[src/include/dll_consts.svh]
// Constants for the delay-locked loop and its slave delay block
`ifndef DLL_CONSTS_SVH
`define DLL_CONSTS_SVH

`define CODE_W        9
`define TAPS          512
`define ADDR_W        8
`define OFF_CTRL      8'h00
`define OFF_PHASE     8'h04
`define OFF_SLAVE     8'h08
`define OFF_STATUS    8'h0c
`define OFF_CODE      8'h10
`define OFF_IRQ_STAT  8'h14
`define OFF_IRQ_MASK  8'h18
`define OFF_PERIOD    8'h1c
`define CTRL_DIV_LSB  0
`define CTRL_MAN_BIT  2
`define IRQ_W         4
`define IRQ_LOCK      0
`define IRQ_LOSS      1
`define IRQ_UPD       2
`define IRQ_NOREF     3
`define LOCK_ALT      4'h8
`define LOSS_RUN      4'h4
`define NOREF_LIMIT   8'hff
`define CODE_MAX      9'h1ff

`endif

[src/include/dll_pkg.sv]
// Types shared by the delay-locked loop design files
`include "dll_consts.svh"
package dll_pkg;
    typedef logic [`CODE_W-1:0] code_t;
    typedef enum logic [1:0] {DIV_1 = 2'h0, DIV_2 = 2'h1, DIV_4 = 2'h2} div_e;
    typedef enum logic [1:0] {LP_RESET = 2'h0, LP_ACQ = 2'h1, LP_LOCK = 2'h3} loop_e;
    typedef struct packed {
        logic                psel;
        logic                penable;
        logic                pwrite;
        logic [`ADDR_W-1:0]  paddr;
        logic [31:0]         pwdata;
    } apb_req_s;
    typedef struct packed {
        logic [31:0] prdata;
        logic        pready;
        logic        pslverr;
    } apb_rsp_s;
    typedef struct packed {
        logic [`TAPS-1:0] taps;
        logic             out;
    } line_state_s;
    typedef struct packed {
        logic       src;
        logic [1:0] cnt;
        logic       out;
    } div_state_s;
    typedef struct packed {
        logic              ref_s1;
        logic              ref_s2;
        logic              ref_s3;
        logic              fb_s1;
        logic              fb_s2;
        loop_e             st;
        code_t             alu_code;
        code_t             pub_code;
        logic              last_up;
        logic              dir_valid;
        logic [3:0]        alt_cnt;
        logic [3:0]        run_cnt;
        logic [7:0]        noref_cnt;
        logic [15:0]       per_cnt;
        logic [15:0]       period;
        logic              upd_prev;
        div_e              div_sel;
        logic              slave_man;
        code_t             phase;
        code_t             slave_code;
        logic [`IRQ_W-1:0] irq_stat;
        logic [`IRQ_W-1:0] irq_mask;
        logic [31:0]       prdata;
        logic              pslverr;
        logic              irq;
    } dll_state_s;
endpackage

[src/core/clk_divider.sv]
// Divider for the secondary clock: pass, half or quarter rate
`timescale 1ns/1ps
`default_nettype none
module clk_divider (
    input  wire logic         clk_i,
    input  wire logic         rst_b_i,
    input  wire logic         src_i,
    input  wire dll_pkg::div_e sel_i,
    output logic              clk_o
);
    import dll_pkg::*;

    div_state_s s_q;
    div_state_s s_d;

    always_comb begin
        s_d     = s_q;
        s_d.src = src_i;
        if (src_i && !s_q.src) begin
            s_d.cnt = s_q.cnt + 2'h1;
        end
        unique case (sel_i)
            DIV_1: s_d.out = s_q.src;
            DIV_2: s_d.out = s_q.cnt[0];
            DIV_4: s_d.out = s_q.cnt[1];
            default: s_d.out = s_q.cnt[1];
        endcase
    end

    always_ff @(posedge clk_i) begin
        if (!rst_b_i) begin
            s_q <= '0;
        end else begin
            s_q <= s_d;
        end
    end

    assign clk_o = s_q.out;
endmodule
`default_nettype wire

[src/core/dll_delay_calibration.sv]
// Delay-locked loop with published delay code, secondary clock and slave delay
`timescale 1ns/1ps
`default_nettype none
`include "dll_consts.svh"
module dll_delay_calibration (
    input  wire logic              CLK_I,
    input  wire logic              RST_B_I,
    input  wire dll_pkg::apb_req_s APB_REQ_I,
    output dll_pkg::apb_rsp_s      APB_RSP_O,
    input  wire logic              REF_CLK_IN_I,
    input  wire logic              FEEDBACK_CLK_IN_I,
    input  wire logic              SYNC_RESET_N_I,
    input  wire logic              UPDATE_FREEZE_I,
    input  wire logic              CODE_UPDATE_EN_I,
    output dll_pkg::code_t         DELAY_CODE_O,
    output logic                   PRIMARY_CLK_OUT_O,
    output logic                   SECONDARY_CLK_OUT_O,
    output logic                   LOCK_O,
    output logic                   DELAYED_CLK_OUT_O,
    output logic                   IRQ_O
);
    import dll_pkg::*;

    // ********************************
    // State and helper signals
    // ********************************
    dll_state_s        s_q;
    dll_state_s        s_d;
    logic              loop_rst;
    logic              ref_rise;
    logic              want_up;
    logic              at_limit;
    logic              upd_done;
    logic              setup;
    logic              wr_acc;
    logic [9:0]        phase_sum;
    code_t             sec_sel;
    code_t             slave_sel;
    logic [`IRQ_W-1:0] events;
    logic [`IRQ_W-1:0] w1c;
    logic [31:0]       rd_data;
    logic              rd_err;
    logic              step_ok;
    logic              searching;

    // ********************************
    // Combinational helpers
    // ********************************
    assign loop_rst  = !SYNC_RESET_N_I;
    assign ref_rise  = s_q.ref_s2 && !s_q.ref_s3;
    // Feedback already high at the reference edge: loop delay too short
    assign want_up   = s_q.fb_s2;
    assign at_limit  = want_up ? (s_q.alu_code == `CODE_MAX) : (s_q.alu_code == '0);
    assign upd_done  = CODE_UPDATE_EN_I && s_q.upd_prev;
    assign setup     = APB_REQ_I.psel && !APB_REQ_I.penable;
    assign wr_acc    = APB_REQ_I.psel && APB_REQ_I.penable && APB_REQ_I.pwrite;
    assign phase_sum = {1'b0, s_q.alu_code} + {1'b0, s_q.phase};
    assign sec_sel   = phase_sum[9] ? `CODE_MAX : phase_sum[8:0];
    // Loop code spans one period, so a quarter of it centres the clock
    assign slave_sel = s_q.slave_man ? s_q.slave_code : {2'h0, s_q.pub_code[8:2]};

    // ********************************
    // Loop step control
    // ********************************
    // Reference edge that may move the code; freeze holds the arithmetic
    assign step_ok   = ref_rise && !UPDATE_FREEZE_I;
    // From the shortest delay the feedback edge lags the reference by less than
    // a period; stepping down would pin the code at zero, so climb until the
    // feedback is first seen high at a reference edge
    assign searching = !s_q.dir_valid && !want_up;

    // ********************************
    // Register read decode
    // ********************************
    always_comb begin
        rd_data = '0;
        rd_err  = 1'b0;
        unique case (APB_REQ_I.paddr)
            `OFF_CTRL: begin
                rd_data[`CTRL_DIV_LSB +: 2] = s_q.div_sel;
                rd_data[`CTRL_MAN_BIT]      = s_q.slave_man;
            end
            `OFF_PHASE: begin
                rd_data[8:0] = s_q.phase;
            end
            `OFF_SLAVE: begin
                rd_data[8:0] = s_q.slave_code;
            end
            `OFF_STATUS: begin
                rd_data[0] = (s_q.st == LP_LOCK);
                rd_data[1] = UPDATE_FREEZE_I;
                rd_data[2] = loop_rst;
                rd_data[5:4] = s_q.st;
            end
            `OFF_CODE: begin
                rd_data[8:0]   = s_q.pub_code;
                rd_data[24:16] = s_q.alu_code;
            end
            `OFF_IRQ_STAT: begin
                rd_data[`IRQ_W-1:0] = s_q.irq_stat;
            end
            `OFF_IRQ_MASK: begin
                rd_data[`IRQ_W-1:0] = s_q.irq_mask;
            end
            `OFF_PERIOD: begin
                rd_data[15:0] = s_q.period;
            end
            default: begin
                rd_err = 1'b1;
            end
        endcase
    end

    // ********************************
    // Next state
    // ********************************
    always_comb begin
        s_d    = s_q;
        events = '0;
        w1c    = '0;

        // Reference and feedback arrive from pins or other clocks
        s_d.ref_s1 = REF_CLK_IN_I;
        s_d.ref_s2 = s_q.ref_s1;
        s_d.ref_s3 = s_q.ref_s2;
        s_d.fb_s1  = FEEDBACK_CLK_IN_I;
        s_d.fb_s2  = s_q.fb_s1;

        // Reference period measure and loss watch
        if (ref_rise) begin
            s_d.per_cnt   = 16'h0001;
            s_d.period    = s_q.per_cnt;
            s_d.noref_cnt = '0;
        end else begin
            if (s_q.per_cnt != 16'hffff) begin
                s_d.per_cnt = s_q.per_cnt + 16'h0001;
            end
            if (s_q.noref_cnt != `NOREF_LIMIT) begin
                s_d.noref_cnt = s_q.noref_cnt + 8'h01;
            end
        end

        // Loop arithmetic and lock tracking
        if (loop_rst) begin
            s_d.st        = LP_RESET;
            s_d.alu_code  = '0;
            s_d.dir_valid = 1'b0;
            s_d.alt_cnt   = '0;
            s_d.run_cnt   = '0;
            s_d.noref_cnt = '0;
        end else begin
            unique case (s_q.st)
                LP_RESET: begin
                    s_d.st = LP_ACQ;
                end
                LP_ACQ, LP_LOCK: begin
                    if (step_ok && searching) begin
                        if (s_q.alu_code != `CODE_MAX) begin
                            s_d.alu_code = s_q.alu_code + 9'h001;
                        end
                    end else if (step_ok) begin
                        if (!at_limit) begin
                            s_d.alu_code = want_up ? s_q.alu_code + 9'h001
                                                   : s_q.alu_code - 9'h001;
                        end
                        s_d.last_up   = want_up;
                        s_d.dir_valid = 1'b1;
                        if (s_q.dir_valid && (want_up != s_q.last_up)) begin
                            // Dithering about the edge means aligned
                            s_d.run_cnt = '0;
                            if (s_q.alt_cnt != `LOCK_ALT) begin
                                s_d.alt_cnt = s_q.alt_cnt + 4'h1;
                            end
                        end else begin
                            s_d.alt_cnt = '0;
                            if (s_q.run_cnt != `LOSS_RUN) begin
                                s_d.run_cnt = s_q.run_cnt + 4'h1;
                            end
                        end
                    end
                    if (s_q.st == LP_ACQ && s_q.alt_cnt == `LOCK_ALT) begin
                        s_d.st                = LP_LOCK;
                        s_d.alt_cnt           = '0;
                        events[`IRQ_LOCK]     = 1'b1;
                    end
                    if (s_q.st == LP_LOCK) begin
                        if (s_q.run_cnt == `LOSS_RUN || s_q.noref_cnt == `NOREF_LIMIT) begin
                            s_d.st            = LP_ACQ;
                            s_d.run_cnt       = '0;
                            s_d.alt_cnt       = '0;
                            events[`IRQ_LOSS] = 1'b1;
                        end
                    end
                end
                default: begin
                    s_d.st = LP_RESET;
                end
            endcase
        end
        if (s_q.noref_cnt == `NOREF_LIMIT - 8'h01) begin
            events[`IRQ_NOREF] = 1'b1;
        end

        // Two-cycle update request publishes the code
        if (upd_done) begin
            s_d.pub_code     = s_q.alu_code;
            s_d.upd_prev     = 1'b0;
            events[`IRQ_UPD] = 1'b1;
        end else begin
            s_d.upd_prev = CODE_UPDATE_EN_I;
        end

        // Bus slave: data prepared in setup, write takes effect in access
        if (setup) begin
            s_d.prdata  = APB_REQ_I.pwrite ? 32'h0000_0000 : rd_data;
            s_d.pslverr = rd_err;
        end
        if (wr_acc && !s_q.pslverr) begin
            unique case (APB_REQ_I.paddr)
                `OFF_CTRL: begin
                    s_d.div_sel   = div_e'(APB_REQ_I.pwdata[`CTRL_DIV_LSB +: 2]);
                    s_d.slave_man = APB_REQ_I.pwdata[`CTRL_MAN_BIT];
                end
                `OFF_PHASE: begin
                    s_d.phase = APB_REQ_I.pwdata[8:0];
                end
                `OFF_SLAVE: begin
                    s_d.slave_code = APB_REQ_I.pwdata[8:0];
                end
                `OFF_IRQ_STAT: begin
                    w1c = APB_REQ_I.pwdata[`IRQ_W-1:0];
                end
                `OFF_IRQ_MASK: begin
                    s_d.irq_mask = APB_REQ_I.pwdata[`IRQ_W-1:0];
                end
                default: begin
                    s_d.irq_mask = s_q.irq_mask;
                end
            endcase
        end

        // Sticky events; a new event beats a clear in the same cycle
        s_d.irq_stat = (s_q.irq_stat & ~w1c) | events;
        s_d.irq      = |(s_d.irq_stat & s_d.irq_mask);
    end

    always_ff @(posedge CLK_I) begin
        if (!RST_B_I) begin
            s_q <= '0;
        end else begin
            s_q <= s_d;
        end
    end

    // ********************************
    // Delay lines and output clocks
    // ********************************
    tap_delay_line u_primary_line (
        .clk_i   (CLK_I),
        .rst_b_i (RST_B_I),
        .din_i   (s_q.ref_s2),
        .sel_i   (s_q.alu_code),
        .dout_o  (PRIMARY_CLK_OUT_O)
    );

    logic sec_phased;

    tap_delay_line u_secondary_line (
        .clk_i   (CLK_I),
        .rst_b_i (RST_B_I),
        .din_i   (s_q.ref_s2),
        .sel_i   (sec_sel),
        .dout_o  (sec_phased)
    );

    clk_divider u_secondary_div (
        .clk_i   (CLK_I),
        .rst_b_i (RST_B_I),
        .src_i   (sec_phased),
        .sel_i   (s_q.div_sel),
        .clk_o   (SECONDARY_CLK_OUT_O)
    );

    // Slave block output drives the DELAYED_CLK_OUT_O port
    tap_delay_line u_slave_line (
        .clk_i   (CLK_I),
        .rst_b_i (RST_B_I),
        .din_i   (s_q.ref_s2),
        .sel_i   (slave_sel),
        .dout_o  (DELAYED_CLK_OUT_O)
    );

    // ********************************
    // Outputs
    // ********************************
    assign DELAY_CODE_O        = s_q.pub_code;
    assign LOCK_O              = (s_q.st == LP_LOCK);
    assign IRQ_O               = s_q.irq;
    assign APB_RSP_O.prdata    = s_q.prdata;
    assign APB_RSP_O.pready    = 1'b1;
    assign APB_RSP_O.pslverr   = s_q.pslverr && APB_REQ_I.psel && APB_REQ_I.penable;
endmodule
`default_nettype wire

[src/core/tap_delay_line.sv]
// Tapped delay line with one selected tap, one tap per clock cycle
`timescale 1ns/1ps
`default_nettype none
module tap_delay_line (
    input  wire logic          clk_i,
    input  wire logic          rst_b_i,
    input  wire logic          din_i,
    input  wire dll_pkg::code_t sel_i,
    output logic               dout_o
);
    import dll_pkg::*;

    line_state_s s_q;
    line_state_s s_d;

    always_comb begin
        s_d      = s_q;
        s_d.taps = {s_q.taps[`TAPS-2:0], din_i};
        // Exactly one tap reaches the output
        s_d.out  = s_q.taps[sel_i];
    end

    always_ff @(posedge clk_i) begin
        if (!rst_b_i) begin
            s_q <= '0;
        end else begin
            s_q <= s_d;
        end
    end

    assign dout_o = s_q.out;
endmodule
`default_nettype wire

[config.mk]
export PLATFORM = sky130hd
export DESIGN_NAME = dll_delay_calibration
export DESIGN_NICKNAME = d
export VERILOG_FILES = /design/src/include/dll_pkg.sv /design/src/core/clk_divider.sv /design/src/core/dll_delay_calibration.sv /design/src/core/tap_delay_line.sv
export VERILOG_INCLUDE_DIRS = /design/src /design/src/include
export SDC_FILE = /design/constraint.sdc
export NUM_CORES = 2
export LEC_CHECK = 0
export ABC_AREA = 1
export BUFFER_PORTS_ARGS = -buffer_cell sky130_fd_sc_hd__buf_2
export CAP_MARGIN = 15
export CELL_PAD_IN_SITES_DETAIL_PLACEMENT = 0
export CELL_PAD_IN_SITES_GLOBAL_PLACEMENT = 1
export CORE_UTILIZATION = 49
export CTS_CLUSTER_DIAMETER = 30
export DETAILED_ROUTE_END_ITERATION = 8
export PLACE_DENSITY_LB_ADDON = 0.1
export SKIP_CTS_REPAIR_TIMING = 1
export SYNTH_ARGS = -nofsm -noshare
export SYNTH_HDL_FRONTEND = slang
export SYNTH_SLANG_ARGS = --single-unit
[constraint.sdc]
create_clock -name CLK_I -period 7.5 [get_ports CLK_I]
set_input_delay 0.75 -clock CLK_I [delete_from_list [all_inputs] [get_ports CLK_I]]
set_output_delay 0.75 -clock CLK_I [all_outputs]
set_load 0.01 [all_outputs]
# Yosys cells after proc, flatten, opt, wreduce, memory -nomap -nowiden
# Cells that the tools add are included.
# totals
register_bits	1682
input_bits	50
output_inout_bits	48
# classes
addsub	8
order_cmp	3
n_eq_ne	23
muxes	48
n_bitwise	7
n_reduce_logical	42
# op_table
op	n
$mux W9	8
$mux W8	5
$eq A8 B5 Y1 const B	4
$lt A9 B10 Y1 const B	3
$mux W4	7
$bmux W1 S9	3
$mux W25	1
$pmux W3 S8	1
$add A16 B1 Y16 const B	1
$eq A8 B4 Y1 const B	2
$eq A8 B8 Y1 const B	2
$ne A16 B16 Y1 const B	1
$logic_and A1 B1 Y1	14
$mux W1	12
$pmux W3 S4	1
$add A9 B9 Y10	1
$mux W2	5
$pmux W2 S5	1
$add A9 B1 Y9 const B	1
$eq A9 B9 Y1 const B	1
$logic_not A9 Y1	1
$ne A9 B9 Y1 const B	1
$sub A9 B1 Y9 const B	1
$add A4 B1 Y4 const B	2
other kinds (32)	52

# Depth between registers and ports, before layout
# depth
ltp_word	9
mapped_depth	21
mapped_depth_nobuf	20

# Modules after synthesis
# From an unflattened synthesis, not the netlist that was laid out.
# unflattened
cells_unflattened	9299
area_unflattened_um2	66293.6
# by_module_without_submodules
module	instances	cells_per_inst	area_each_um2	seq_area_each_um2
tap_delay_line	3	2743	19618.8	10269.8
dll_delay_calibration	1	1045	7270.7	2642.5
clk_divider	1	25	166.4	80.1

# Worst setup path after synthesis
# No wires, ideal clock.
# synth_timing
kind	register to register
startpoint	register s_q[124] (netlist name)
endpoint	register u_secondary_line.s_q, in the netlist u_secondary_line.dout_o
arrival_ps	2895
t_required_ps	7436
path_slack_ps	4541
path_stages_with_launch	20
synth_period_minus_slack_ps	2959
cell_sequence	dfxtp_1 inv_2 clkbuf_1 clkbuf_1 fa_1 inv_1 nand3_1 and2_1 inv_1 or2_2 a21oi_2 inv_2 buf_2 nand3_1 nand3_1 nand3_1 nand3_1 nand3_1 nand2_1 nor2_1
# synth_via
elab_chain_len	4
# synth_lines
item	line	source
start: declaration	dll_delay_calibration.sv:27	dll_state_s s_q;
start signal: assignment	dll_delay_calibration.sv:249	s_q <= '0;
start signal: assignment	dll_delay_calibration.sv:251	s_q <= s_d;
$add A9 B9 Y10	dll_delay_calibration.sv:57	assign phase_sum = {1'b0, s_q.alu_code} + {1'b0, s_q.phase};
$mux W9	dll_delay_calibration.sv:58	assign sec_sel = phase_sum[9] ? `CODE_MAX : phase_sum[8:0];
$bmux W1 S9	tap_delay_line.sv:20	s_d.out = s_q.taps[sel_i];
$mux W1 (not written as such)	tap_delay_line.sv:20	
end signal: assignment	tap_delay_line.sv:25	s_q <= '0;
end signal: assignment	tap_delay_line.sv:27	s_q <= s_d;
end: declaration	tap_delay_line.sv:13	line_state_s s_q;
# No other way between the ends. The select of a mux whose other input is x is not followed.
# A chain may end at the register's enable or synchronous reset.

# Worst setup path in the final report
# layout_timing
startpoint	register s_q[126] (netlist name)
endpoint	register u_secondary_line.s_q, in the netlist u_secondary_line.dout_o
# The elaborated chain is that of the path after synthesis.

==> flow_summary.ini <==
[critical_path]
cpPeakStageDelay_ns = 1.04
r2r_setup_slack_ns = 1.75
r2r_cells = 19
path_max_fanout = 51
crit_path_top_delay_cell = clkinv_2
path_cells = buf_4 -> ha_1 -> nand2_1 -> inv_1 -> nand3_1 -> nand2_1 -> nand2_4 -> nand3_4 -> clkinv_2 -> buf_4 -> nand3_1 -> nand3_1 -> nand3_1 -> nand3_1 -> nand3_1 -> nand3_1 -> nand2_1 -> nor2_1 -> nor2_1
crit_type = reg2reg
crit_cells = 19
critPathTopFamily = simple AND/OR/NAND/NOR gates
cp-end-kind = flop
arrival_ns = 6.36
r2r_start = s_q[126]$_SDFFE_PN0P_
cpMostUsedCell = nand3_1
startpoint_type = flop
r2r-end = u_secondary_line.dout_o$_SDFF_PN0_
crit_path_start = s_q[126]$_SDFFE_PN0P_
required_ns = 8.11
crit_buf_inv = 4

[timing]
fin_crit_ns = 5.75
max_freq_mhz = 174
worstMarginPinSlew_ns = 1.33
drv_slew = 0
setup-tns-final_ns = 0
fin_crit_sh = 0.767
setup_viol = 0
rsz0062_at_grt = no
hold_viol_final = 0
fin_skew_ns = 0.0246
slew_headroom = 0.103

[clocking]
cts-buffers-inserted = 158
cts_tree = yes
cts.sinks = 650
clk_pin_slew_ns = 0.04
cts_buffer_depth = 3
cts-root-buf = clkbuf_16
insertion_delay_ns = 0.74
htree_num_levels = 4

[route]
drt-vias-per-instance = 5.71
drtPass1Iterations = 8
post-route-drc-count = 0
detail_route.iter0.violations = 4395
ant_nets = 0
totalWireLength_um = 134000
dr_total_vias = 38192
wl_per_cell_um = 20.1

[cells_and_area]
drive_gt1_frac = 0.0799
layout-area-overhead-vs-synth_pct = 16.1
fin_cells = 6691
fin_nets = 5675
post-route-util = 0.579
mostFrequentLayoutCell = nand2_1
final_cell_mix = nand2_1, inv_1, nand3_1

[grt]
grt_pass1_wl_um = 203000
track_usage = 0.347
grt.met3_usage = 0.0753
antenna_found_initial = 2
use_met1 = 0.457
grt_max_degree = 212
grt_use_met2 = 0.542
grt_overflow = 0
grt_pass1_vias = 34477
grt_busiest_layer = met2

[yosys]
ys_seq_elements = 650
ys_seq_area_frac = 0.355
ys_types = 58
synth_ff_type = dfxtp_1
yosys_warnings = 0
syn_inst = 5747
synth_area_um2 = 36600
async_flop_share = 0
syn_avg_cell_area_um2 = 6.37
synth_edf_count = 0

[placement]
port_buffers = 66
gp_congestion = 0.901
hpwl_um = 75800
placed_cells = 6403

[power_and_ir_drop]
seq_power_share = 0.316
p_int_uw = 8530
p_leak_uw = 0.0199
clkPwrFrac = 0.650
switchingPower_uw = 2510
peakVddDrop_mv = 0.260
power_frac_comb = 0.034
powerDensity_nw_per_um2 = 260
switching_share = 0.227

[hold_path]
holdPathEnd = s_d[137]$_SDFF_PN0_
min_from = REF_CLK_IN_I
hold_path_depth = 3
hp-class = in2reg

[job]
drv_cap = 0

[floorplanning]
pin_count = 98
dieArea_um2 = 75800
coreArea_um2 = 73500
fp.dieH_um = 275
row_count = 99
die_w_um = 275
start_util = 0.498

[status]
status = complete, no violations
-- power groups by stage --
stage | logic [uW] | registers [uW] | clock network (uW)
floorplan | 258 | 3550 | 0
global placement | 368 | 3550 | 0
detailed placement | 370 | 3550 | 0
CTS | 372 | 3490 | 7240
global route | 410 | 3480 | 7430
finish | 380 | 3490 | 7170
-- metrics by stage --
step | power [uW] | setup slack, ns | instance area [um^2] | hold slack [ns]
3_5_place_dp | 3920 | 1.98 | 36800 | 0.405
4_1_cts | 11100 | 1.99 | 42500 | 0.164
2_1_floorplan | 3800 | 4.54 | 36600 | 0.390
6_report | 11000 | 1.75 | 42500 | 0.202
3_3_place_gp | 3920 | 1.98 | 36800 | 0.398
5_1_grt | 11300 | 1.72 | 42500 | 0.194
-- how the worst max path moves through the flow --
stage	to	slack, ns
CTS	u_secondary_line.dout_o$_SDFF_PN0_	1.99
global placement	u_secondary_line.dout_o$_SDFF_PN0_	1.98
floorplan	u_secondary_line.dout_o$_SDFF_PN0_	4.54
finish	u_secondary_line.dout_o$_SDFF_PN0_	1.75
global route	u_secondary_line.dout_o$_SDFF_PN0_	1.72
detailed placement	u_secondary_line.dout_o$_SDFF_PN0_	1.98
-- cell type report --
cell class	instances	area, um^2
timing repair buffer	140	971
clock buffer	209	4450
clock inverter	78	1220
inverter	1055	3980
antenna	1	2.50
multi-input combinational	3599	17700
sequential	650	13000
tap	959	1200
fill	7294	30900
-- worst min-delay path: stages --
cell	delay (ns)
buf_2	0.07
nand2_1	0.04
inv_1	0.04
-- cell usage after synthesis, drive strengths merged (2+ instances only) --
cell | instances | share of area
a211oi | 3 | 0.00062
a21oi | 435 | 0.060
a221oi | 10 | 0.0024
a22o | 2 | 0.00048
a311oi | 4 | 0.00096
a31oi | 8 | 0.0014
a32oi | 2 | 0.00048
buf | 242 | 0.035
clkbuf | 207 | 0.021
clkinv | 4 | 0.00041
conb | 2 | 0.00021
dfxtp | 650 | 0.36
ha | 20 | 0.0068
inv | 1051 | 0.11
nand2 | 1204 | 0.12
nand3 | 728 | 0.10
nand4 | 110 | 0.019
nor2 | 175 | 0.018
nor3 | 25 | 0.0034
nor3b | 2 | 0.00041
nor4 | 3 | 0.00051
o211ai | 219 | 0.045
o21ai | 504 | 0.069
o21bai | 2 | 0.00041
o221ai | 13 | 0.0031
o22ai | 60 | 0.010
o311ai | 7 | 0.0017
o32ai | 2 | 0.00048
or2 | 20 | 0.0034
xnor2 | 7 | 0.0017
xor2 | 13 | 0.0031
-- state kept, by name, summed over array words and instances (netlist names) --
register                 count
APB_RSP_O                   25
DELAY_CODE_O                 9
IRQ_O                        1
s_d                          3
s_q                         92
u_primary_line.dout_o        1
u_primary_line.s_d         511
u_primary_line.s_q           1
u_secondary_div.clk_o        1
u_secondary_div.s_q          3
u_secondary_line.dout_o      1
u_slave_line.dout_o          1
want_up                      1
-- routing by layer --
| layer | part of all wire | vias to the layer above |
|---|---|---|
| li1 | - | 18369 |
| met1 | 0.42 | 17545 |
| met2 | 0.44 | 1872 |
| met3 | 0.099 | 402 |
| met4 | 0.042 | 4 |
| met5 | 0.00017 | - |
-- cell families (layout without fill, tap and decap cells) --
family | Yosys count | count (layout) | share of synthesized area
other | 2 | 9 | 0.000205
AOI/OAI and AO/OA | 1279 | 1279 | 0.198
xor gates and xnor gates | 20 | 20 | 0.00479
and+or+nand+nor | 2270 | 2270 | 0.269
adders and majority gates | 21 | 21 | 0.00738
DFF | 650 | 650 | 0.355
buffers and inverters | 1504 | 1482 | 0.165
muxes | 1 | 1 | 0.000273
Note: power is estimated with default switching activity, not from simulation.
